[src/rtl/cmpri_pkg.sv]
// Purpose: constants, register map and carrier types for the comparator reference and interrupt registers
// Assumes: AXI4-Lite slave with 32-bit data, one aligned word per register
// Notes: register offsets are byte addresses
//
// Summary of operation
// (RQ1) accuracy bit 15: static or clocked mode
// (RQ2) level 00 off, else request level
// (RQ3) output high selects upper tap code
// (RQ4) output low selects lower tap code
// (RQ5) source field picks ladder supply routing
// (RQ6) terminal bit picks plus/minus, exchange swaps
// (RQ7) sixteen bits disable channel input buffers
// (RQ8) enable bits 9 and 8 gate interrupts
// (RQ9) output edges set the two flags
// (RQ10) software may write flags either way
// (RQ11) reserved control bits read zero
// (RQ12) vector word is read only
// (RQ13) edge select swaps rising/falling flag edges
// (RQ14) vector shows enabled flags; read clears highest
// (RQ15) vector codes 00, 02 normal, 04 inverted
// (RQ16) exchange swaps inputs and inverts output
// (RQ17) request high while enabled flag pending
package cmpri_pkg;

  // ----------------------------------------------------------------
  // register map
  // ----------------------------------------------------------------
  localparam logic [3:0] CMPRI_OFF_REF_CTRL = 4'h0; // reference_control
  localparam logic [3:0] CMPRI_OFF_PORT_DIS = 4'h4; // port_buffer_disable
  localparam logic [3:0] CMPRI_OFF_IRQ_CTRL = 4'h8; // irq_control
  localparam logic [3:0] CMPRI_OFF_IRQ_VEC = 4'hc; // irq_vector_word
  localparam logic [4:0] CMPRI_OFF_LINK_CTRL = 5'h10; // exchange and edge select

  // ----------------------------------------------------------------
  // reset values and field positions
  // ----------------------------------------------------------------
  localparam logic [15:0] CMPRI_RST_16 = 16'h0000;
  localparam int CMPRI_ACC_BIT = 15;
  localparam int CMPRI_LVL_HI = 14;
  localparam int CMPRI_LVL_LO = 13;
  localparam int CMPRI_TAP1_HI = 12;
  localparam int CMPRI_TAP1_LO = 8;
  localparam int CMPRI_SRC_HI = 7;
  localparam int CMPRI_SRC_LO = 6;
  localparam int CMPRI_TERM_BIT = 5;
  localparam int CMPRI_TAP0_HI = 4;
  localparam int CMPRI_TAP0_LO = 0;
  localparam int CMPRI_IIE_BIT = 9;
  localparam int CMPRI_IE_BIT = 8;
  localparam int CMPRI_IIFG_BIT = 1;
  localparam int CMPRI_IFG_BIT = 0;
  localparam int CMPRI_EX_BIT = 0; // link control: input exchange
  localparam int CMPRI_IES_BIT = 1; // link control: edge select
  localparam logic [15:0] CMPRI_IRQ_MASK = 16'h0303; // writable irq bits

  // ----------------------------------------------------------------
  // vector codes and field encodings
  // ----------------------------------------------------------------
  localparam logic [15:0] CMPRI_VEC_NONE = 16'h0000;
  localparam logic [15:0] CMPRI_VEC_OUT = 16'h0002;
  localparam logic [15:0] CMPRI_VEC_INV = 16'h0004;
  localparam logic [1:0] CMPRI_LVL_OFF = 2'h0;
  localparam logic [1:0] CMPRI_SRC_OFF = 2'h0;
  localparam logic [1:0] CMPRI_SRC_VCC = 2'h1;
  localparam logic [1:0] CMPRI_SRC_SHL = 2'h2;
  localparam logic [1:0] CMPRI_SRC_DIR = 2'h3;
  localparam logic [1:0] CMPRI_RESP_OKAY = 2'h0;
  localparam logic [1:0] CMPRI_RESP_SLVERR = 2'h2;

  // analog steering bundle
  typedef struct packed {
    logic ref_request; // shared reference wanted
    logic [1:0] ref_level; // requested level code
    logic clocked_mode; // low-power clocked reference
    logic ladder_on; // resistor ladder powered
    logic ladder_from_shared; // ladder fed by shared ref
    logic direct_ref; // shared ref straight to terminal
    logic ref_on_minus; // reference on minus terminal
    logic swap_inputs; // inputs exchanged
    logic [4:0] active_tap; // resistor tap in use
  } cmpri_analog_t;

endpackage : cmpri_pkg

[src/rtl/cmpri_top.sv]
// Purpose: register file and interrupt logic of the comparator reference block
// Assumes: raw comparator result arrives synchronous to CLOCK_I
// Notes: no write strobe splitting below 16 bits beyond byte lanes
// Notes: hardware flag sets win over any clear in the same cycle
//
// Decided for this implementation: register access over AXI4-Lite and the placing of the registers.
`timescale 1ns/1ps
module cmpri_top (
  input wire logic CLOCK_I,
  input wire logic NRST_I,
  input wire logic CE_I, // clock enable, freezes all state when low
  input wire logic RAW_CMP_I, // raw comparator decision
  input wire logic [31:0] S_AWADDR_I,
  input wire logic S_AWVALID_I,
  output logic S_AWREADY_O,
  input wire logic [31:0] S_WDATA_I,
  input wire logic [3:0] S_WSTRB_I,
  input wire logic S_WVALID_I,
  output logic S_WREADY_O,
  output logic [1:0] S_BRESP_O,
  output logic S_BVALID_O,
  input wire logic S_BREADY_I,
  input wire logic [31:0] S_ARADDR_I,
  input wire logic S_ARVALID_I,
  output logic S_ARREADY_O,
  output logic [31:0] S_RDATA_O,
  output logic [1:0] S_RRESP_O,
  output logic S_RVALID_O,
  input wire logic S_RREADY_I,
  output cmpri_pkg::cmpri_analog_t ANALOG_O,
  output logic [15:0] INPUT_BUFFER_DISABLE_O,
  output logic COMPARATOR_OUTPUT_O,
  output logic IRQ_O
);

  // ----------------------------------------------------------------
  // state
  // ----------------------------------------------------------------
  logic [15:0] ref_ctrl_q; // reference_control
  logic [15:0] port_dis_q; // port_buffer_disable
  logic [15:0] irq_ctrl_q; // irq_control, only mask bits live
  logic [1:0] link_ctrl_q; // exchange and edge select
  logic cmp_out_q; // comparator_output after exchange
  // write channel holding registers
  logic aw_have_q; // write address captured
  logic w_have_q; // write data captured
  logic [31:0] awaddr_q;
  logic [31:0] wdata_q;
  logic [3:0] wstrb_q;
  logic [15:0] vector_d; // current vector word

  // ----------------------------------------------------------------
  // decoded fields and per-cycle strobes
  // ----------------------------------------------------------------
  // named views keep the bit positions in the package
  logic input_exchange;
  logic irq_edge_select;
  logic output_irq_enable;
  logic inverted_irq_enable;
  logic output_irq_flag;
  logic inverted_irq_flag;
  logic cmp_out_d;
  logic rise;
  logic fall;
  logic set_ifg;
  logic set_iifg;
  logic do_write;
  logic do_read;
  logic [15:0] wr16;
  logic clr_ifg_by_read;
  logic clr_iifg_by_read;
  logic [15:0] irq_wr_val;

  // field views of the stored registers
  assign input_exchange = link_ctrl_q[cmpri_pkg::CMPRI_EX_BIT];
  assign irq_edge_select = link_ctrl_q[cmpri_pkg::CMPRI_IES_BIT];
  assign output_irq_enable = irq_ctrl_q[cmpri_pkg::CMPRI_IE_BIT];
  assign inverted_irq_enable = irq_ctrl_q[cmpri_pkg::CMPRI_IIE_BIT];
  assign output_irq_flag = irq_ctrl_q[cmpri_pkg::CMPRI_IFG_BIT];
  assign inverted_irq_flag = irq_ctrl_q[cmpri_pkg::CMPRI_IIFG_BIT];

  // ----------------------------------------------------------------
  // comparator output and edges
  // ----------------------------------------------------------------
  // exchange inverts the output seen by software and edge logic
  assign cmp_out_d = RAW_CMP_I ^ input_exchange; // [RQ16]
  // edges compare this cycle's output against last cycle's
  assign rise = cmp_out_d & ~cmp_out_q;
  assign fall = ~cmp_out_d & cmp_out_q;
  // edge select chooses which transition feeds which flag
  assign set_ifg = irq_edge_select ? fall : rise; // [RQ9] [RQ13]
  assign set_iifg = irq_edge_select ? rise : fall; // [RQ9] [RQ13]

  // reset low matches an idle low input, so no false edge follows
  // frozen with the rest of the state while the enable is low
  always_ff @(posedge CLOCK_I or negedge NRST_I) begin
    if (!NRST_I) begin
      cmp_out_q <= 1'b0;
    end else if (CE_I) begin
      cmp_out_q <= cmp_out_d;
    end
  end

  // ----------------------------------------------------------------
  // vector word
  // ----------------------------------------------------------------
  // only enabled flags show; normal flag wins priority
  // a read clears only the flag behind the code it returns
  always_comb begin
    if (output_irq_flag && output_irq_enable) begin
      vector_d = cmpri_pkg::CMPRI_VEC_OUT; // [RQ14] [RQ15]
    end else if (inverted_irq_flag && inverted_irq_enable) begin
      vector_d = cmpri_pkg::CMPRI_VEC_INV; // [RQ15]
    end else begin
      vector_d = cmpri_pkg::CMPRI_VEC_NONE; // [RQ15]
    end
  end

  // ----------------------------------------------------------------
  // AXI4-Lite write path
  // ----------------------------------------------------------------
  assign do_write = aw_have_q && w_have_q && !S_BVALID_O;
  // a write lands once both halves are held, and only once,
  // since the pending answer blocks a repeat
  // 16-bit registers sit in the low half; upper lanes are ignored
  assign wr16 = {wstrb_q[1] ? wdata_q[15:8] : 8'h00, wstrb_q[0] ? wdata_q[7:0] : 8'h00};

  // address and data accepted independently, in either order
  // readies pulse every other cycle while idle: legal, and it
  // keeps a held transfer from being taken twice
  always_ff @(posedge CLOCK_I or negedge NRST_I) begin
    if (!NRST_I) begin
      aw_have_q <= 1'b0;
      w_have_q <= 1'b0;
      awaddr_q <= 32'h0000_0000;
      wdata_q <= 32'h0000_0000;
      wstrb_q <= 4'h0;
      S_AWREADY_O <= 1'b0;
      S_WREADY_O <= 1'b0;
      S_BVALID_O <= 1'b0;
      S_BRESP_O <= cmpri_pkg::CMPRI_RESP_OKAY;
    end else if (CE_I) begin
      // default: offer ready again once the slot is free
      S_AWREADY_O <= !aw_have_q && !S_AWREADY_O;
      S_WREADY_O <= !w_have_q && !S_WREADY_O;
      if (S_AWVALID_I && S_AWREADY_O) begin
        aw_have_q <= 1'b1;
        awaddr_q <= S_AWADDR_I;
        S_AWREADY_O <= 1'b0;
      end
      if (S_WVALID_I && S_WREADY_O) begin
        w_have_q <= 1'b1;
        wdata_q <= S_WDATA_I;
        wstrb_q <= S_WSTRB_I;
        S_WREADY_O <= 1'b0;
      end
      // answer okay for mapped aligned words, error otherwise
      if (do_write) begin
        S_BVALID_O <= 1'b1;
        S_BRESP_O <= (awaddr_q[31:5] == 27'h0 && awaddr_q[1:0] == 2'h0 &&
                      awaddr_q[4:0] <= cmpri_pkg::CMPRI_OFF_LINK_CTRL) ?
                     cmpri_pkg::CMPRI_RESP_OKAY : cmpri_pkg::CMPRI_RESP_SLVERR;
      end
      // answer taken: free both slots for the next write
      if (S_BVALID_O && S_BREADY_I) begin
        S_BVALID_O <= 1'b0;
        aw_have_q <= 1'b0;
        w_have_q <= 1'b0;
      end
    end
  end

  // ----------------------------------------------------------------
  // configuration registers
  // ----------------------------------------------------------------
  // byte strobes merge into the held value lane by lane
  // the vector word has no storage, so writes to it vanish
  always_ff @(posedge CLOCK_I or negedge NRST_I) begin
    if (!NRST_I) begin
      ref_ctrl_q <= cmpri_pkg::CMPRI_RST_16;
      port_dis_q <= cmpri_pkg::CMPRI_RST_16;
      link_ctrl_q <= 2'h0;
    end else if (CE_I && do_write && awaddr_q[31:5] == 27'h0) begin
      unique case (awaddr_q[4:0])
        {1'b0, cmpri_pkg::CMPRI_OFF_REF_CTRL}: ref_ctrl_q <= wr16 | (ref_ctrl_q & ~{{8{wstrb_q[1]}}, {8{wstrb_q[0]}}});
        {1'b0, cmpri_pkg::CMPRI_OFF_PORT_DIS}: port_dis_q <= wr16 | (port_dis_q & ~{{8{wstrb_q[1]}}, {8{wstrb_q[0]}}});
        cmpri_pkg::CMPRI_OFF_LINK_CTRL: if (wstrb_q[0]) link_ctrl_q <= wdata_q[1:0];
        default: ;
      endcase
    end
  end

  // ----------------------------------------------------------------
  // interrupt control: enables and flags
  // ----------------------------------------------------------------
  // reserved bits are masked so they always read zero
  assign irq_wr_val = wr16 & cmpri_pkg::CMPRI_IRQ_MASK; // [RQ11]
  // read clear follows the code that the read returns
  assign clr_ifg_by_read = do_read && vector_d == cmpri_pkg::CMPRI_VEC_OUT; // [RQ14]
  assign clr_iifg_by_read = do_read && vector_d == cmpri_pkg::CMPRI_VEC_INV; // [RQ14]

  // hardware set wins over both software clear and read clear
  // order matters: write first, then read clear, then set,
  // because the last non-blocking assignment to a bit wins
  always_ff @(posedge CLOCK_I or negedge NRST_I) begin
    if (!NRST_I) begin
      irq_ctrl_q <= cmpri_pkg::CMPRI_RST_16;
    end else if (CE_I) begin
      if (do_write && awaddr_q[31:5] == 27'h0 && awaddr_q[4:0] == {1'b0, cmpri_pkg::CMPRI_OFF_IRQ_CTRL}) begin
        if (wstrb_q[1]) irq_ctrl_q[15:8] <= irq_wr_val[15:8]; // [RQ8] [RQ11]
        if (wstrb_q[0]) irq_ctrl_q[7:0] <= irq_wr_val[7:0]; // [RQ10] [RQ11]
      end
      if (clr_ifg_by_read) irq_ctrl_q[cmpri_pkg::CMPRI_IFG_BIT] <= 1'b0; // [RQ14]
      if (clr_iifg_by_read) irq_ctrl_q[cmpri_pkg::CMPRI_IIFG_BIT] <= 1'b0; // [RQ14]
      if (set_ifg) irq_ctrl_q[cmpri_pkg::CMPRI_IFG_BIT] <= 1'b1; // [RQ9]
      if (set_iifg) irq_ctrl_q[cmpri_pkg::CMPRI_IIFG_BIT] <= 1'b1; // [RQ9]
    end
  end

  // ----------------------------------------------------------------
  // AXI4-Lite read path
  // ----------------------------------------------------------------
  // only a read of the vector word has a side effect
  assign do_read = S_ARVALID_I && S_ARREADY_O && S_ARADDR_I[31:5] == 27'h0 &&
                   S_ARADDR_I[4:0] == {1'b0, cmpri_pkg::CMPRI_OFF_IRQ_VEC};

  // one read at a time; answer one cycle after address is taken
  always_ff @(posedge CLOCK_I or negedge NRST_I) begin
    if (!NRST_I) begin
      S_ARREADY_O <= 1'b0;
      S_RVALID_O <= 1'b0;
      S_RDATA_O <= 32'h0000_0000;
      S_RRESP_O <= cmpri_pkg::CMPRI_RESP_OKAY;
    end else if (CE_I) begin
      S_ARREADY_O <= !S_RVALID_O && !S_ARREADY_O;
      // address taken: decode and load the answer
      if (S_ARVALID_I && S_ARREADY_O) begin
        S_ARREADY_O <= 1'b0;
        S_RVALID_O <= 1'b1;
        S_RRESP_O <= cmpri_pkg::CMPRI_RESP_OKAY;
        if (S_ARADDR_I[31:5] != 27'h0 || S_ARADDR_I[1:0] != 2'h0) begin
          S_RDATA_O <= 32'h0000_0000;
          S_RRESP_O <= cmpri_pkg::CMPRI_RESP_SLVERR;
        end else begin
          // unused words inside the map answer with an error
          unique case (S_ARADDR_I[4:0])
            {1'b0, cmpri_pkg::CMPRI_OFF_REF_CTRL}: S_RDATA_O <= {16'h0000, ref_ctrl_q};
            {1'b0, cmpri_pkg::CMPRI_OFF_PORT_DIS}: S_RDATA_O <= {16'h0000, port_dis_q};
            {1'b0, cmpri_pkg::CMPRI_OFF_IRQ_CTRL}: S_RDATA_O <= {16'h0000, irq_ctrl_q}; // [RQ11]
            {1'b0, cmpri_pkg::CMPRI_OFF_IRQ_VEC}: S_RDATA_O <= {16'h0000, vector_d}; // [RQ12]
            cmpri_pkg::CMPRI_OFF_LINK_CTRL: S_RDATA_O <= {29'h0, cmp_out_q, link_ctrl_q};
            default: begin
              S_RDATA_O <= 32'h0000_0000;
              S_RRESP_O <= cmpri_pkg::CMPRI_RESP_SLVERR;
            end
          endcase
        end
      end
      // answer taken: ready returns one cycle later
      if (S_RVALID_O && S_RREADY_I) begin
        S_RVALID_O <= 1'b0;
      end
    end
  end

  // ----------------------------------------------------------------
  // analog steering outputs
  // ----------------------------------------------------------------
  // registered so outputs come straight from flip-flops
  // one cycle of lag behind the registers is accepted for that
  always_ff @(posedge CLOCK_I or negedge NRST_I) begin
    if (!NRST_I) begin
      // every steering line starts in its off state
      ANALOG_O <= '0;
      INPUT_BUFFER_DISABLE_O <= 16'h0000;
      COMPARATOR_OUTPUT_O <= 1'b0;
      IRQ_O <= 1'b0;
    end else if (CE_I) begin
      ANALOG_O.clocked_mode <= ref_ctrl_q[cmpri_pkg::CMPRI_ACC_BIT]; // [RQ1]
      ANALOG_O.ref_level <= ref_ctrl_q[cmpri_pkg::CMPRI_LVL_HI:cmpri_pkg::CMPRI_LVL_LO]; // [RQ2]
      ANALOG_O.ref_request <= ref_ctrl_q[cmpri_pkg::CMPRI_LVL_HI:cmpri_pkg::CMPRI_LVL_LO]
                              != cmpri_pkg::CMPRI_LVL_OFF; // [RQ1] [RQ2]
      // tap follows the stored output, as the ladder sees it
      ANALOG_O.active_tap <= cmp_out_q ? ref_ctrl_q[cmpri_pkg::CMPRI_TAP1_HI:cmpri_pkg::CMPRI_TAP1_LO]  // [RQ3]
                                       : ref_ctrl_q[cmpri_pkg::CMPRI_TAP0_HI:cmpri_pkg::CMPRI_TAP0_LO]; // [RQ4]
      // source code off leaves every reference path unpowered
      ANALOG_O.ladder_on <= ref_ctrl_q[cmpri_pkg::CMPRI_SRC_HI:cmpri_pkg::CMPRI_SRC_LO] == cmpri_pkg::CMPRI_SRC_VCC ||
                            ref_ctrl_q[cmpri_pkg::CMPRI_SRC_HI:cmpri_pkg::CMPRI_SRC_LO] == cmpri_pkg::CMPRI_SRC_SHL; // [RQ5]
      ANALOG_O.ladder_from_shared <= ref_ctrl_q[cmpri_pkg::CMPRI_SRC_HI:cmpri_pkg::CMPRI_SRC_LO]
                                     == cmpri_pkg::CMPRI_SRC_SHL; // [RQ5]
      ANALOG_O.direct_ref <= ref_ctrl_q[cmpri_pkg::CMPRI_SRC_HI:cmpri_pkg::CMPRI_SRC_LO]
                             == cmpri_pkg::CMPRI_SRC_DIR; // [RQ5]
      ANALOG_O.ref_on_minus <= ref_ctrl_q[cmpri_pkg::CMPRI_TERM_BIT] ^ input_exchange; // [RQ6]
      ANALOG_O.swap_inputs <= input_exchange; // [RQ16]
      // one bit per channel, passed straight through
      INPUT_BUFFER_DISABLE_O <= port_dis_q; // [RQ7]
      // same value the edge logic stores, so software and flags agree
      COMPARATOR_OUTPUT_O <= cmp_out_d;
      // request follows enabled pending flags, including this cycle's edges
      // a flag cleared by this cycle's read does not hold it up
      IRQ_O <= (vector_d != cmpri_pkg::CMPRI_VEC_NONE && !clr_ifg_by_read && !clr_iifg_by_read) ||
               ((set_ifg | (output_irq_flag & ~clr_ifg_by_read)) & output_irq_enable) ||
               ((set_iifg | (inverted_irq_flag & ~clr_iifg_by_read)) & inverted_irq_enable); // [RQ17]
    end
  end

endmodule : cmpri_top

[config.mk]
export PLATFORM = sky130hd
export DESIGN_NAME = cmpri_top
export DESIGN_NICKNAME = d
export VERILOG_FILES = /design/src/rtl/cmpri_pkg.sv /design/src/rtl/cmpri_top.sv
export SDC_FILE = /design/constraint.sdc
export NUM_CORES = 1
export LEC_CHECK = 0
export BUFFER_PORTS_ARGS = -buffer_cell sky130_fd_sc_hd__buf_2
export CAP_MARGIN = 10
export CELL_PAD_IN_SITES_DETAIL_PLACEMENT = 0
export CELL_PAD_IN_SITES_GLOBAL_PLACEMENT = 1
export CORE_AREA = 5 5 124 126
export CTS_BUF_LIST = sky130_fd_sc_hd__clkbuf_4 sky130_fd_sc_hd__clkbuf_8
export CTS_CLUSTER_DIAMETER = 80
export DETAILED_ROUTE_END_ITERATION = 8
export DIE_AREA = 0 0 129 131
export PLACE_DENSITY_LB_ADDON = 0.1
export SLEW_MARGIN = 10
export SYNTH_ARGS = -nofsm -noshare
export SYNTH_HDL_FRONTEND = slang
export SYNTH_SLANG_ARGS = --single-unit
[constraint.sdc]
create_clock -name CLOCK_I -period 5.3 [get_ports CLOCK_I]
set_input_delay 0.795 -clock CLOCK_I [delete_from_list [all_inputs] [get_ports CLOCK_I]]
set_output_delay 0.795 -clock CLOCK_I [all_outputs]
set_load 0.02 [all_outputs]
# Word-level counts from Yosys, hierarchy flattened
# Cells that the tools add are included.
dict set report op_classes {
  order_cmp 1
  n_reduce_logical 69
  eq_ne 12
  mux 29
  bitwise 19
}
# operator count
set ops {}
lappend ops {{$pmux W16 S5} 1}
lappend ops {{$logic_not A27 Y1} 2}
lappend ops {{$and A16 B16 Y16} 2}
lappend ops {{$mux W16} 2}
lappend ops {{$or A16 B16 Y16} 2}
lappend ops {{$reduce_bool A27 Y1} 1}
lappend ops {{$logic_and A1 B1 Y1} 24}
lappend ops {{$reduce_and A2 Y1} 10}
lappend ops {{$mux W1} 17}
lappend ops {{$eq A16 B2 Y1 const B} 1}
lappend ops {{$eq A16 B3 Y1 const B} 1}
lappend ops {{$mux W8} 2}
lappend ops {{$not A16 Y16} 1}
lappend ops {{$reduce_bool A16 Y1} 1}
lappend ops {{$eq A5 B4 Y1 const B} 3}
lappend ops {{$reduce_and A3 Y1} 4}
lappend ops {{$reduce_bool A2 Y1} 6}
lappend ops {{$reduce_bool A3 Y1} 4}
lappend ops {{$eq A5 B3 Y1 const B} 2}
lappend ops {{$eq A5 B5 Y1 const B} 2}
lappend ops {{$logic_not A5 Y1} 2}
lappend ops {{$mux W2} 5}
lappend ops {{$logic_not A1 Y1} 9}
lappend ops {{$and A1 B1 Y1} 6}
lappend ops {{other kinds (11)} 20}
dict set report word_totals {
  output_inout_bits 73
  word_cells 161
  regBits 163
  inputBits 109
}

# Logic depth before layout (Yosys ltp)
# Gate-level depths: netlist (run 1).
dict set report depth {
  ltp_word 11
  depth_mapped 6
  mapped_depth_nobuf 5
}

# Worst setup path after synthesis (run 1)
# Ideal clock, no wire load.
dict set report synth_timing {
  path_type {input-to-reg}
  startpoint {input CE_I}
  endpoint {register (tool-made name)}
  path_buffers 1
  arrival_time_ns 1.998
  stages 5
  setup_time_ns 0.125
  required_time_ns 5.175
  slack_ns 3.177
  cell_sequence {buf_2 nand4b_1 nor2_1 nand4_2 mux2_2}
}
# element line_no
set synth_lines {}
lappend synth_lines {{start: declaration} cmpri_top.sv:11} ;# input wire logic CE_I,

==> results of run 1 <==
## cell families after synthesis
family | after synthesis | share of synthesized area, %
XOR/XNOR | 2 | 0.2807
AO/OA/AOI/OAI | 61 | 6.174
multiplexers | 124 | 22.09
flip-flops | 145 | 58.13
AND/OR/NAND/NOR | 104 | 8.840
adder cells (fa/ha/maj) | 3 | 0.5612
buffers and inverters | 46 | 3.868
other | 1 | 0.06007
## stage by stage
step / worst slack, ps / hold WS (ps)
final: 2718 / 478.6
after global routing: 2563 / 500.4
after CTS: 2710 / 484.9
after detailed placement: 2247 / 466.6
after global placement: 2289 / 459.4
after floorplan: 3177 / 479.8
## report_power, final
| part | leakage [µW] | total [µW] | switching, µW | internal (µW) |
|---|---|---|---|---|
| Sequential | 0.00188 | 1490 | 164 | 1330 |
| Combinational | 0.00166 | 459 | 213 | 246 |
| Clock | 0.000205 | 882 | 420 | 462 |
| Total | 0.00374 | 2830 | 797 | 2040 |
## area by class of cell
| class | instances | share of cell area [%] |
|---|---|---|
| inverters | 9 | 0.4502 |
| well taps | 184 | 3.068 |
| repair buffers | 150 | 10.26 |
| clock buffers | 17 | 3.118 |
| multi-input cells | 312 | 32.53 |
| clock inverters | 15 | 2.218 |
| flip-flops and latches | 145 | 48.36 |
## per-layer routing
layer	vias up	share of wire (%)	wire, µm	track usage [%]
li1	2018	-	-	-
met1	2140	43	6212	23.22
met2	157	47	6821	27.84
met3	19	9.6	1400	6.504
met4	4	0.97	141	5.621
met5	-	0.14	21	0
## worst paths after layout
path	from	end	slack (ps)	cells after the start
setup / recovery	CE_I	flip-flop	2720	5
setup reg to reg	awaddr_q[7]$_DFFE_PN0P_	flip-flop	2970	5
min in group CLOCK_I	S_RDATA_O[8]$_DFFE_PN0P_	S_RDATA_O[8]$_DFFE_PN0P_	480	2
hold / removal	NRST_I	S_RRESP_O[1]$_DFFE_PN0P_	480	1
hold reg to reg	S_RDATA_O[8]$_DFFE_PN0P_	S_RDATA_O[8]$_DFFE_PN0P_	480	2
max in group asynchronous	NRST_I	wdata_q[2]$_DFFE_PN0P_	3750	2
## worst register-to-register path: stages, from the launching register on
cell	delay, ps
sky130_fd_sc_hd__dfrtp_1	380
sky130_fd_sc_hd__nor4_1	340
sky130_fd_sc_hd__nand4_1	290
sky130_fd_sc_hd__nor2_1	410
sky130_fd_sc_hd__nand4_2	390
sky130_fd_sc_hd__mux2_2	410
## cell usage after synthesis (all sizes together), types with 2 or more instances
cell type	count
inv	9
o21ai	18
o31ai	3
dfrtp	145
nand2	28
mux2	110
nor2	22
xnor2	2
nor4	15
a31oi	6
and3	4
buf	23
a22oi	11
a21oi	12
a32oi	4
nor3b	3
nand4	6
nand3b	2
ha	2
nand3	10
mux2i	14
nor3	8
clkbuf	14
==> results, run 1 <==
- The worst setup path is launched from a primary input.
- Summing all placed instances gives a cell area of 7103 µm².
- In this run, placement finished with an instance count of 800.
- The mean number of vias per cell is 5.214.
- Cells fill 52.83% of the core in the end.
- The via count of the first global-routing pass is 4,402.
- The kind of cell adding the most delay to the critical path is simple AND/OR/NAND/NOR gates.
- In this run the tool buffered the top-level ports with 145 buffer cells.
- The finished layout holds 832 standard cells, fillers aside.
- Setup repair after global routing left no endpoint under its margin.
- The worst hold-check path type is in2async.
- In the layout the commonest cells are 145 x sky130_fd_sc_hd__dfrtp_1, 144 x sky130_fd_sc_hd__buf_2, 110 x sky130_fd_sc_hd__mux2_2.
- After detailed routing, the average wire length per cell comes to 17.54 µm.
- Along the worst path, the maximum fanout reaches 28.
- For this run, design rule violations remaining after detail routing come to 0.
- Summed over all failing endpoints, the final setup total negative slack is 0 ps.
- The total wirelength of the detailed-routed design is 14.60 mm.
- Measured along the y axis, the die boundary spans 131 µm.
- The count of nets left with antenna violations after detail routing is 0.
- The initial antenna violation count is 2.
- The area occupied by multi-input gates is 2441 µm².
- The highest achievable clock rate is 0.3874 GHz.
- The number of max-slew violations in the final report came to 0.
- In the synthesized netlist the async set-or-reset flop fraction comes to 100.0%.
- The dominant synthesized flop cell is sky130_fd_sc_hd__dfrtp_1.
- The portion of synthesized cell area occupied by the leading cell type is 58.13%.
- The average footprint of a synthesized cell is 12.84 µm².
- The number of primary I/O pins is 182.
- The initial standard-cell utilization of the core is 43.95%.
- The number of core rows is 44.
- After legalization and detailed placement, the total HPWL measured 10.40 mm.
- The finished cells cover 7503 µm².
- The buffers plus inverters on the worst setup path is 1.
- The congestion estimate from routability-driven global placement came to 0.7750.
- Clock tree synthesis selected as its root buffer the cell sky130_fd_sc_hd__clkbuf_8.
- Global routing finished with a remaining overflow of 0.
- The number of buffers added by the clock tree synthesis step is 17.
- The leading area contributor after synthesis is sky130_fd_sc_hd__dfrtp_1.
- For the worst setup path, the data required time is 5620 ps.
- Once the clock tree was built, the resizer swapped 0 gates to a different size.
- For this run, the number of Yosys warnings is 0.
- For this design, the slowest cell found on the critical path is sky130_fd_sc_hd__buf_2.
- In the final layout, the share of cells above drive strength 1 is 46.45%.
- The number of filler instances in the final layout is 1,297.
- The total power per unit cell area is 377.8 nW/µm².
- The first TritonRoute pass finished after 5 iterations.
- The chip width is 129 µm.
- The cell area after synthesis is 6242 µm².
- By area the synthesized netlist is led by sky130_fd_sc_hd__dfrtp_1 58%, sky130_fd_sc_hd__mux2_2 20%, sky130_fd_sc_hd__mux2i_1 2.2%.
- The reported leakage power is 0.003744 µW.
- The number of endpoints with negative hold slack in the final report is 0.
- The synthesized design contains 0 enable-type register cells.
- In the synthesized netlist, the number of instances is 486.
- The number of antenna diodes in the final layout is 0.
- The maximum ir drop on the vdd rail is 245.4 µV.
- The clock drives 145 sinks.
- In this run the deepest clock path goes through 2 buffers.
- The core region is 14,200 µm².
- Clock skew on the completed layout was measured at 9.639 ps.
- For the worst-skew pair, the clock arrives at the later sink with an insertion delay of 440 ps.
- The vias after detailed routing is 4,338.
- The overall global routing resource usage is 17.79%.
- The tool flagged a number of max-cap violations equal to 0.
- The post-synthesis cell type count is 44.
- The clock tree from TritonCTS is built.
- The kind of end point of the critical path is a flip-flop.
- Setup violations remaining at the end of the flow were counted as 0.
- The post-route minimum period is 2582 ps.
- The total die area is 16,900 µm².
- Buffers inserted to repair hold after CTS numbered 0.
- The first global-routing pass estimated 22.98 mm of wire.
- The signed area change from the synthesized netlist to the final layout is 20.20%.
- The clock tree synthesis step divided the H-tree into 4 levels.
- The worst-case headroom to the max-slew limit is 34.30%.
- The arrival time at the worst endpoint is 2900 ps.
- The footprint of the flip-flops and latches is 3628 µm².
- Walking the worst path, the cells encountered are buf_2 > nand4b_1 > nor2_1 > nand4_2 > mux2_2.
- For this run, the slowest stage of the critical path takes 510 ps.
- Clock-pin slew was measured on the worst setup and hold paths at 80 ps.
- For the pin with the worst max-slew slack, the measured transition is 985.5 ps.
- The pin count of the biggest net entering global routing is 111.
- The run finished with clean final reports.
- The proportion of synthesized chip area in sequential cells is 58.13%.
- After the first detailed-routing iteration, the DRC count stood at 283.
- The number of setup buffers added after CTS is 0.
- The critical path is of the in2reg type.
- In this run, synthesis produced a sequential element count of 145.
- The design draws 2835 µW.
- In the final design database the tool counted 746 nets.
- The library cell used most frequently in the layout, excluding fill and tap cells, is sky130_fd_sc_hd__dfrtp_1.
- The share of the clock period used by the worst path after layout is 48.71%.
Note: power is estimated with default switching activity, not from simulation.
==> run 2: changes to the inputs <==
--- a/config.mk
+++ b/config.mk
@@ -5,15 +5,16 @@
 export SDC_FILE = /design/constraint.sdc
 export NUM_CORES = 1
 export LEC_CHECK = 0
+export ABC_AREA = 1
 export BUFFER_PORTS_ARGS = -buffer_cell sky130_fd_sc_hd__buf_2
 export CAP_MARGIN = 10
 export CELL_PAD_IN_SITES_DETAIL_PLACEMENT = 0
 export CELL_PAD_IN_SITES_GLOBAL_PLACEMENT = 1
-export CORE_AREA = 5 5 124 126
+export CORE_AREA = 5 5 140 142
 export CTS_BUF_LIST = sky130_fd_sc_hd__clkbuf_4 sky130_fd_sc_hd__clkbuf_8
 export CTS_CLUSTER_DIAMETER = 80
 export DETAILED_ROUTE_END_ITERATION = 8
-export DIE_AREA = 0 0 129 131
+export DIE_AREA = 0 0 145 147
 export PLACE_DENSITY_LB_ADDON = 0.1
 export SLEW_MARGIN = 10
 export SYNTH_ARGS = -nofsm -noshare
==> constraint.sdc (replaced) <==
create_clock -name CLOCK_I -period 2.07 [get_ports CLOCK_I]
set_input_delay 0.3105 -clock CLOCK_I [delete_from_list [all_inputs] [get_ports CLOCK_I]]
set_output_delay 0.3105 -clock CLOCK_I [all_outputs]
set_load 0.02 [all_outputs]
==> run 2 against run 1 <==
- final area increased by 5.3%
- clock power rose to 3.0 times the previous value
- highest routed layer is now met4
- first-iteration DRC count is 7.4% lower
- critical path type is now reg2reg
- total power grew to 2.8 times the previous value
- synthesized area is 3.1% higher
- sequential cell count did not move
==> results, run 2 <==
- The top cell types in the final layout, fill and taps aside, are 166 x sky130_fd_sc_hd__nand2_1, 145 x sky130_fd_sc_hd__dfrtp_1, 144 x sky130_fd_sc_hd__buf_2.
- The worst hold-check path type is in2reg.
- For this design, the slowest cell found on the critical path is sky130_fd_sc_hd__dfrtp_1.
- The setup TNS after final layout is 0 ps.
- The count of nets left with antenna violations after detail routing is 0.
- The peak fanout along the critical path is 16.
- The DRC violations left is 0.
- The library cell with the highest instance count after synthesis is sky130_fd_sc_hd__nand2_1.
- Max-cap violations in this run came to 0.
- The quantity of I/O buffers inserted on ports is 145.
- After the last flow step, the layout net total stands at 951.
- The number of antenna diodes in the final layout is 0.
- The die covers 21,320 µm².
- Headroom to the max-slew limit came out at 60.50%.
- The tightest hold margin is 83.04 ps.
- Counting flops and latches in the post-synthesis netlist gives 145.
- In the post-synthesis netlist, the biggest area contributors are sky130_fd_sc_hd__dfrtp_1 56%, sky130_fd_sc_hd__nand2_1 9.7%, sky130_fd_sc_hd__mux2_2 4.7%.
- The total congestion overflow after global routing is 0.
- Walking the worst path, the cells encountered are nor2_1 > nand2_1 > nor2_1 > nand2_1 > nor2_4 > nand2_4 > nor3_4 > nand2_4 > nand2_1 > o21ai_2.
- At the worst endpoint, the arrival time is 2130 ps.
- Clock-pin slew was measured on the worst setup and hold paths at 80 ps.
- The number of buffers added by the clock tree synthesis step is 17.
- The chip width is 145 µm.
- The maximum ir drop on the vdd rail is 406.6 µV.
- The final clock skew is 7.652 ps.
- For the worst-skew pair, the clock arrives at the later sink with an insertion delay of 450 ps.
- Of the synthesized area, sequential elements account for 56.35%.
- The critical path is of the reg2reg type.
- The placer congestion estimate is 0.7790.
- The leading area contributor after synthesis is sky130_fd_sc_hd__dfrtp_1.
- The proportion of register bits with asynchronous set or reset after synthesis is 100.0%.
- The netlist uses 33 different library cells.
- The kind of cell with the highest combined delay along the critical path is simple AND/OR/NAND/NOR gates.
- For this design the static power due to leakage is 0.004008 µW.
- The vias after detailed routing is 4,912.
- During synthesis, Yosys emitted a total of 0 warnings.
- Entering global routing, the biggest net connects 57 pins.
- The signed area change from the synthesized netlist to the final layout is 22.72%.
- The first global-routing pass estimated 26.79 mm of wire.
- The library cell used most frequently in the layout, excluding fill and tap cells, is sky130_fd_sc_hd__nand2_1.
- The number of primary I/O pins is 182.
- The via count of the first global-routing pass is 5,125.
- The total power per unit cell area is 997.9 nW/µm².
- Dividing the detail-routed via count by the number of cells gives 4.523.
- The required time at the worst-slack endpoint is 2410 ps.
- For this run, the top clock speed supported by timing is 0.5581 GHz.
- The area of the placeable core is 18,330 µm².
- The wire-length estimate of the detail-placed layout is 12.04 mm.
- The overall global routing resource usage is 15.51%.
- The height of the die is 147 µm.
- The pre-antenna-repair detailed-routing pass consisted of 4 iterations.
- The flow ran to the end, and the final reports show no timing, DRC or antenna violations.
- The mapped netlist covers 6439 µm².
- Counting flops with a built-in enable in the synthesized netlist gives 0.
- The delay of the slowest critical-path stage is 390 ps.
- The clock passes through at most 2 buffers.
- The initial antenna violation count was 0.
- The clock sink count is 145.
- The clock root buffer is sky130_fd_sc_hd__clkbuf_8.
- The routed wire length per instance is 14.78 µm.
- The first routing iteration left 262 violations.
- The instance count of the mapped netlist is 689.
- The ratio of cells with drive above 1 in the final layout is 30.75%.
- The initialized floorplan defines 50 standard-cell rows.
- Setup repair after global routing left no endpoint under its margin.
- The number of endpoints with negative hold slack in the final report was 0.
- The dominant synthesized flop cell is sky130_fd_sc_hd__dfrtp_1.
- Summed over its instances, the top area cell type makes up 56.35% of the synthesized netlist area.
- The cell seen most often among critical-path stages is sky130_fd_sc_hd__nand2_1.
- STA classifies the critical path startpoint as a flip-flop.
- For this configuration, the core starts out at a cell density of 35.13%.
- The post-route minimum period is 1792 ps.
- The number of max-slew violations in the final report is 0.
- The kind of end point of the critical path is a flip-flop.
- For this block, the routed nets add up to 16.06 mm of wire.
- The buffers plus inverters on the worst setup path is 0.
- The final number of setup-violating endpoints is 0.
- TritonCTS built the clock tree.
- The number of H-tree branching levels is 4.
- By count the netlist is led by 166 x sky130_fd_sc_hd__nand2_1, 145 x sky130_fd_sc_hd__dfrtp_1, 73 x sky130_fd_sc_hd__nor2_1, 60 x sky130_fd_sc_hd__inv_1, 55 x sky130_fd_sc_hd__o21ai_0.
- In the finished design, the share of the clock period the worst path needs comes to 86.55%.
- The average footprint of a synthesized cell is 9.345 µm².
- The measured slew at the worst slew-check pin is 592.5 ps.
-- run 2: cell types whose count changed in the layout (fill, tap and decap cells not counted), moves of 9 or more --
cell	previous run	this run
sky130_fd_sc_hd__o21ai_0	18	55
sky130_fd_sc_hd__nand3_1	8	17
sky130_fd_sc_hd__nor2_1	22	73
sky130_fd_sc_hd__a21oi_1	12	34
sky130_fd_sc_hd__nand2_1	28	166
sky130_fd_sc_hd__inv_1	9	60
sky130_fd_sc_hd__mux2i_1	14	1
sky130_fd_sc_hd__nor4_1	15	0
sky130_fd_sc_hd__a22oi_1	11	0
sky130_fd_sc_hd__mux2_2	110	27
sky130_fd_sc_hd__o21ai_2	0	32
-- run 2: per-stage QoR --
stage / util, % / std cells / power, µW / cell area, µm² / setup WS [ps]
finish: 43.11 / 1086 / 7884 / 7901 / 278.4
floorplan: - / 706 / 4776 / 6502 / 537.6
CTS: 43.05 / 1086 / 7983 / 7891 / 140.2
global placement: 40.40 / 1054 / 5214 / 7405 / 203.9
detailed placement: 40.40 / 1054 / 5279 / 7405 / 162.1
global route: 43.11 / 1086 / 8345 / 7901 / 51.65
-- run 2: path summary, 6_finish.rpt --
kind | slack, ps | cells after the start | end | startpoint
max in group asynchronous | 1060 | 3 | awaddr_q[6]$_DFFE_PN0P_ | NRST_I
worst min-delay path | 80 | 2 | awaddr_q[28]$_DFFE_PN0P_ | S_AWADDR_I[28]
worst max-delay path | 280 | 10 | flip-flop | awaddr_q[18]$_DFFE_PN0P_
min in group asynchronous | 390 | 2 | S_RDATA_O[12]$_DFFE_PN0P_ | NRST_I
worst min register to register | 470 | 2 | ANALOG_O[8]$_DFFE_PN0P_ | ANALOG_O[8]$_DFFE_PN0P_
worst max register to register | 280 | 10 | flip-flop | awaddr_q[18]$_DFFE_PN0P_
-- run 2: worst register-to-register path, cell delays in order, from the launching register on --
cell and delay, ps:
sky130_fd_sc_hd__dfrtp_1 390, sky130_fd_sc_hd__nor2_1 110, sky130_fd_sc_hd__nand2_1 70, sky130_fd_sc_hd__nor2_1 150
sky130_fd_sc_hd__nand2_1 120, sky130_fd_sc_hd__nor2_4 140, sky130_fd_sc_hd__nand2_4 80, sky130_fd_sc_hd__nor3_4 220
sky130_fd_sc_hd__nand2_4 210, sky130_fd_sc_hd__nand2_1 130, sky130_fd_sc_hd__o21ai_2 60
-- run 2: kinds of logic after synthesis --
kind of cell	synth area share [%]
muxes	4.878
buffers and inverters	7.540
and+or+nand+nor	17.90
xor gates and xnor gates	0.2721
DFF	56.35
other	0.05824
AOI/OAI and AO/OA	12.61
adders and majority gates	0.3886
-- run 2: routing by layer --
| layer | up-vias | wire length [µm] | GRT usage, % |
|---|---|---|---|
| li1 | 2482 | - | - |
| met3 | 13 | 984 | 4.688 |
| met4 | 0 | 159 | 3.814 |
| met1 | 2284 | 7973 | 22.09 |
| met2 | 133 | 6937 | 23.20 |
| met5 | - | 0 | 0 |
-- run 2: area by class of cell --
cell class / count / area [µm²]
inverter: 60 / 225.2
clock inverter: 13 / 235.2
multi-input combinational: 459 / 2404
timing repair buffer: 157 / 874.6
tap: 234 / 292.8
sequential: 145 / 3628
fill: 1904 / 10430
clock buffer: 18 / 241.5
-- run 2: power breakdown --
group	switching, µW	internal [µW]	total [µW]
sequential	308	3400	3710
combinational	892	597	1490
clock	1120	1570	2690
total	2320	5570	7880
-- run 2: what timing repair did --
| item | CTS | global route |
|---|---|---|
| hold endpoints to repair | 53 | 0 |
| hold buffers | 1 | 0 |
| setup endpoints to repair | 0 | 4 |
| setup buffers | 0 | 0 |
| resized for setup | 0 | 2 |
==> run 3: changes to the inputs <==
--- a/config.mk
+++ b/config.mk
@@ -10,11 +10,11 @@
 export CAP_MARGIN = 10
 export CELL_PAD_IN_SITES_DETAIL_PLACEMENT = 0
 export CELL_PAD_IN_SITES_GLOBAL_PLACEMENT = 1
-export CORE_AREA = 5 5 140 142
+export CORE_AREA = 5 5 110 216
 export CTS_BUF_LIST = sky130_fd_sc_hd__clkbuf_4 sky130_fd_sc_hd__clkbuf_8
 export CTS_CLUSTER_DIAMETER = 80
 export DETAILED_ROUTE_END_ITERATION = 8
-export DIE_AREA = 0 0 145 147
+export DIE_AREA = 0 0 115 221
 export PLACE_DENSITY_LB_ADDON = 0.1
 export SLEW_MARGIN = 10
 export SYNTH_ARGS = -nofsm -noshare
==> run 3 against run 2 <==
- combinational power about the same
- first-iteration DRC count decreased by 34%
- sequential power about the same
- clock power decreased by 22%
- largest cell class unchanged
- fmax decreased by 4.3%
- wire length increased by 4.0%
- clock skew increased by 4.2 ps
==> results, run 3 (synthesis gave the netlist of run 2 again) <==
- The flow ran to the end, and the final reports show no timing, DRC or antenna violations.
- At the later pin of the worst-skew pair, clock insertion delay measures 450 ps.
- The wire-length estimate of the detail-placed layout is 12.92 mm.
- For this run the aggregate overflow at the end of global routing stands at 0.
- The area of the placeable core is 21,970 µm².
- The reported leakage power is 0.003955 µW.
- The mean number of vias per cell is 4.384.
- Static timing analysis puts the maximum clock frequency at 0.5344 GHz.
- The clock-pin slew reported for the worst setup and hold paths after clock tree synthesis is 80 ps.
- The number of setup buffers added after CTS is 0.
- The number of endpoints with negative hold slack in the final report is 0.
- Global routing consumed, over all layers together, 13.72% of the routing resources.
- The library cell used most frequently in the layout, excluding fill and tap cells, is sky130_fd_sc_hd__nand2_1.
- The final design area excluding fillers is 7840 µm².
- The number of instances in the placed design is 1,099.
- The critical path is of the reg2reg type.
- The worst setup path is launched from a flip-flop.
- In this run the horizontal extent of the chip is 115 µm.
- In this run the tool buffered the top-level ports with 145 buffer cells.
- The number of instances resized during post-cts repair is 0.
- Across the VDD grid, the largest voltage drop is 522.5 µV.
- At the pin with the least slew margin, the transition time is 526.0 ps.
- The first global-routing pass estimated 27.18 mm of wire.
- For this design the ratio of total power to cell area is 930.1 nW/µm².
- The number of max-slew violations in the final report came to 0.
- The final antenna diode count is 0.
- The via count of the first global-routing pass is 5,080.
- The detailed-router iteration count before antenna repair is 4.
- Setup violations remaining at the end of the flow were counted as 0.
- The arrival time at the worst endpoint is 2210 ps.
- The smallest clock period supported by the final layout is computed as 1871 ps.
- The total power is 7292 µW.
- The final clock skew is 11.86 ps.
- The final layout contains 954 nets.
- The signed area change from the synthesized netlist to the final layout is 21.76%.
- The worst hold-check path type is in2reg.
- No sink is reached through more buffers than the 2 on the longest clock path.
- The initial antenna violation count is 2.
- The vias after detailed routing is 4,954.
- For flop-to-flop paths, the worst setup slack is 200 ps.
- Headroom to the max-slew limit came out at 64.89%.
- The worst reg2reg path depth is 10.
- The detailed router's first-iteration violation count is 173.
- The library cells used most frequently in the layout, excluding fill and tap cells, are 166 x sky130_fd_sc_hd__nand2_1, 145 x sky130_fd_sc_hd__dfrtp_1, 144 x sky130_fd_sc_hd__buf_2.
- The share of the clock period used by the worst path after layout is 90.40%.
- Max-cap violations in this run came to 0.
- The congestion estimate from routability-driven global placement came to 0.8002.
- The kind of end point of the critical path is a flip-flop.
- The clock drives 145 sinks.
- In this run the worst setup path begins at awaddr_q[6]$_DFFE_PN0P_.
- The quantity of hold-fixing buffers added after cts is 1.
- The ratio of cells with drive above 1 in the final layout is 30.91%.
- Dividing the detail-routed wire length by the instance count gives 14.77 µm.
- The H-tree generated during clock tree synthesis spans 4 levels.
- 182 I/O pins were placed.
- The root buffer cell chosen for the clock tree is sky130_fd_sc_hd__clkbuf_8.
- The area after detailed placement is 7467 µm².
- The pin count of the biggest net entering global routing is 58.
- The detail route stage leaves a number of antenna-violating nets equal to 0.
- The initial standard-cell utilization of the core is 29.31%.
- The number of clock buffers added by TritonCTS is 17.
- In this run the core area contains 77 standard-cell rows.
- For this run, design rule violations remaining after detail routing come to 0.
- Setup repair after global routing left no endpoint under its margin.
- For the worst setup path, the data required time is 2410 ps.
- The worst register-to-register path begins at awaddr_q[6]$_DFFE_PN0P_.
- Adding up every negative setup slack in the final design gives 0 ps.
- The height of the die is 221 µm.
- The peak fanout along the critical path is 16.
- The number of standard cells in the final layout excluding fillers is 1,130.
- The clock tree from TritonCTS is built.
- Wires add up to 16.70 mm.
- The die covers 25,420 µm².
[run 3: cell types whose count changed in the layout (fill, tap and decap cells not counted), sizes merged]
cell | previous run | this run
inv | 61 | 60
clkbuf | 18 | 24
bufinv | 6 | 1
clkinv | 5 | 4
buf | 156 | 159
[run 3: layout make-up]
| cell class | count | area, µm² |
|---|---|---|
| repair buffers | 160 | 884.6 |
| flip-flops and latches | 145 | 3628 |
| fillers | 2355 | 14130 |
| clock inverters | 6 | 57.56 |
| multi-input cells | 459 | 2394 |
| well taps | 276 | 345.3 |
| clock buffers | 24 | 305.3 |
| inverters | 60 | 225.2 |
[run 3: per-layer routing]
metal | vias up | routed length (µm) | track usage (%)
li1 | 2493 | - | -
met1 | 2284 | 6565 | 15.82
met2 | 150 | 8578 | 23.35
met3 | 23 | 1139 | 4.374
met4 | 4 | 384 | 5.155
met5 | - | 27 | 0
[run 3: how the worst min path moves through the flow]
stage                        start                        to  slack (ps)  depth (start not counted)
global route        S_AWADDR_I[12]  awaddr_q[12]$_DFFE_PN0P_          40                          2
floorplan                   NRST_I   ANALOG_O[0]$_DFFE_PN0P_          10                          0
CTS                 S_AWADDR_I[12]  awaddr_q[12]$_DFFE_PN0P_          30                          2
finish              S_AWADDR_I[17]  awaddr_q[17]$_DFFE_PN0P_          90                          2
global placement            NRST_I  awaddr_q[10]$_DFFE_PN0P_         150                          1
detailed placement          NRST_I   awaddr_q[9]$_DFFE_PN0P_         150                          1
[run 3: report_power, final]
part	total (µW)	switching [µW]	internal, µW
logic	1480	885	596
clock network	2100	1030	1080
registers	3710	306	3400
total	7290	2220	5070
[run 3: stage by stage]
stage / setup WS [ps] / utilization (%) / hold WS, ps
5_1_grt: 5.879 / 35.69 / 37.64
3_3_place_gp: 105.8 / 33.99 / 150.3
4_1_cts: 90.83 / 35.69 / 33.33
2_1_floorplan: 537.6 / - / 14.91
6_report: 198.7 / 35.69 / 87.36
3_5_place_dp: 100.3 / 33.99 / 152.1
[run 3: worst max-delay path, cell delays in order, from the launching register on]
cell and delay (ps):
sky130_fd_sc_hd__dfrtp_1 380, sky130_fd_sc_hd__nor2_1 110, sky130_fd_sc_hd__nand2_1 60, sky130_fd_sc_hd__nor2_1 120
sky130_fd_sc_hd__nand2_1 130, sky130_fd_sc_hd__nor2_4 150, sky130_fd_sc_hd__nand2_4 90, sky130_fd_sc_hd__nor3_4 200
sky130_fd_sc_hd__nand2_2 300, sky130_fd_sc_hd__nand2_1 170, sky130_fd_sc_hd__o21ai_2 60
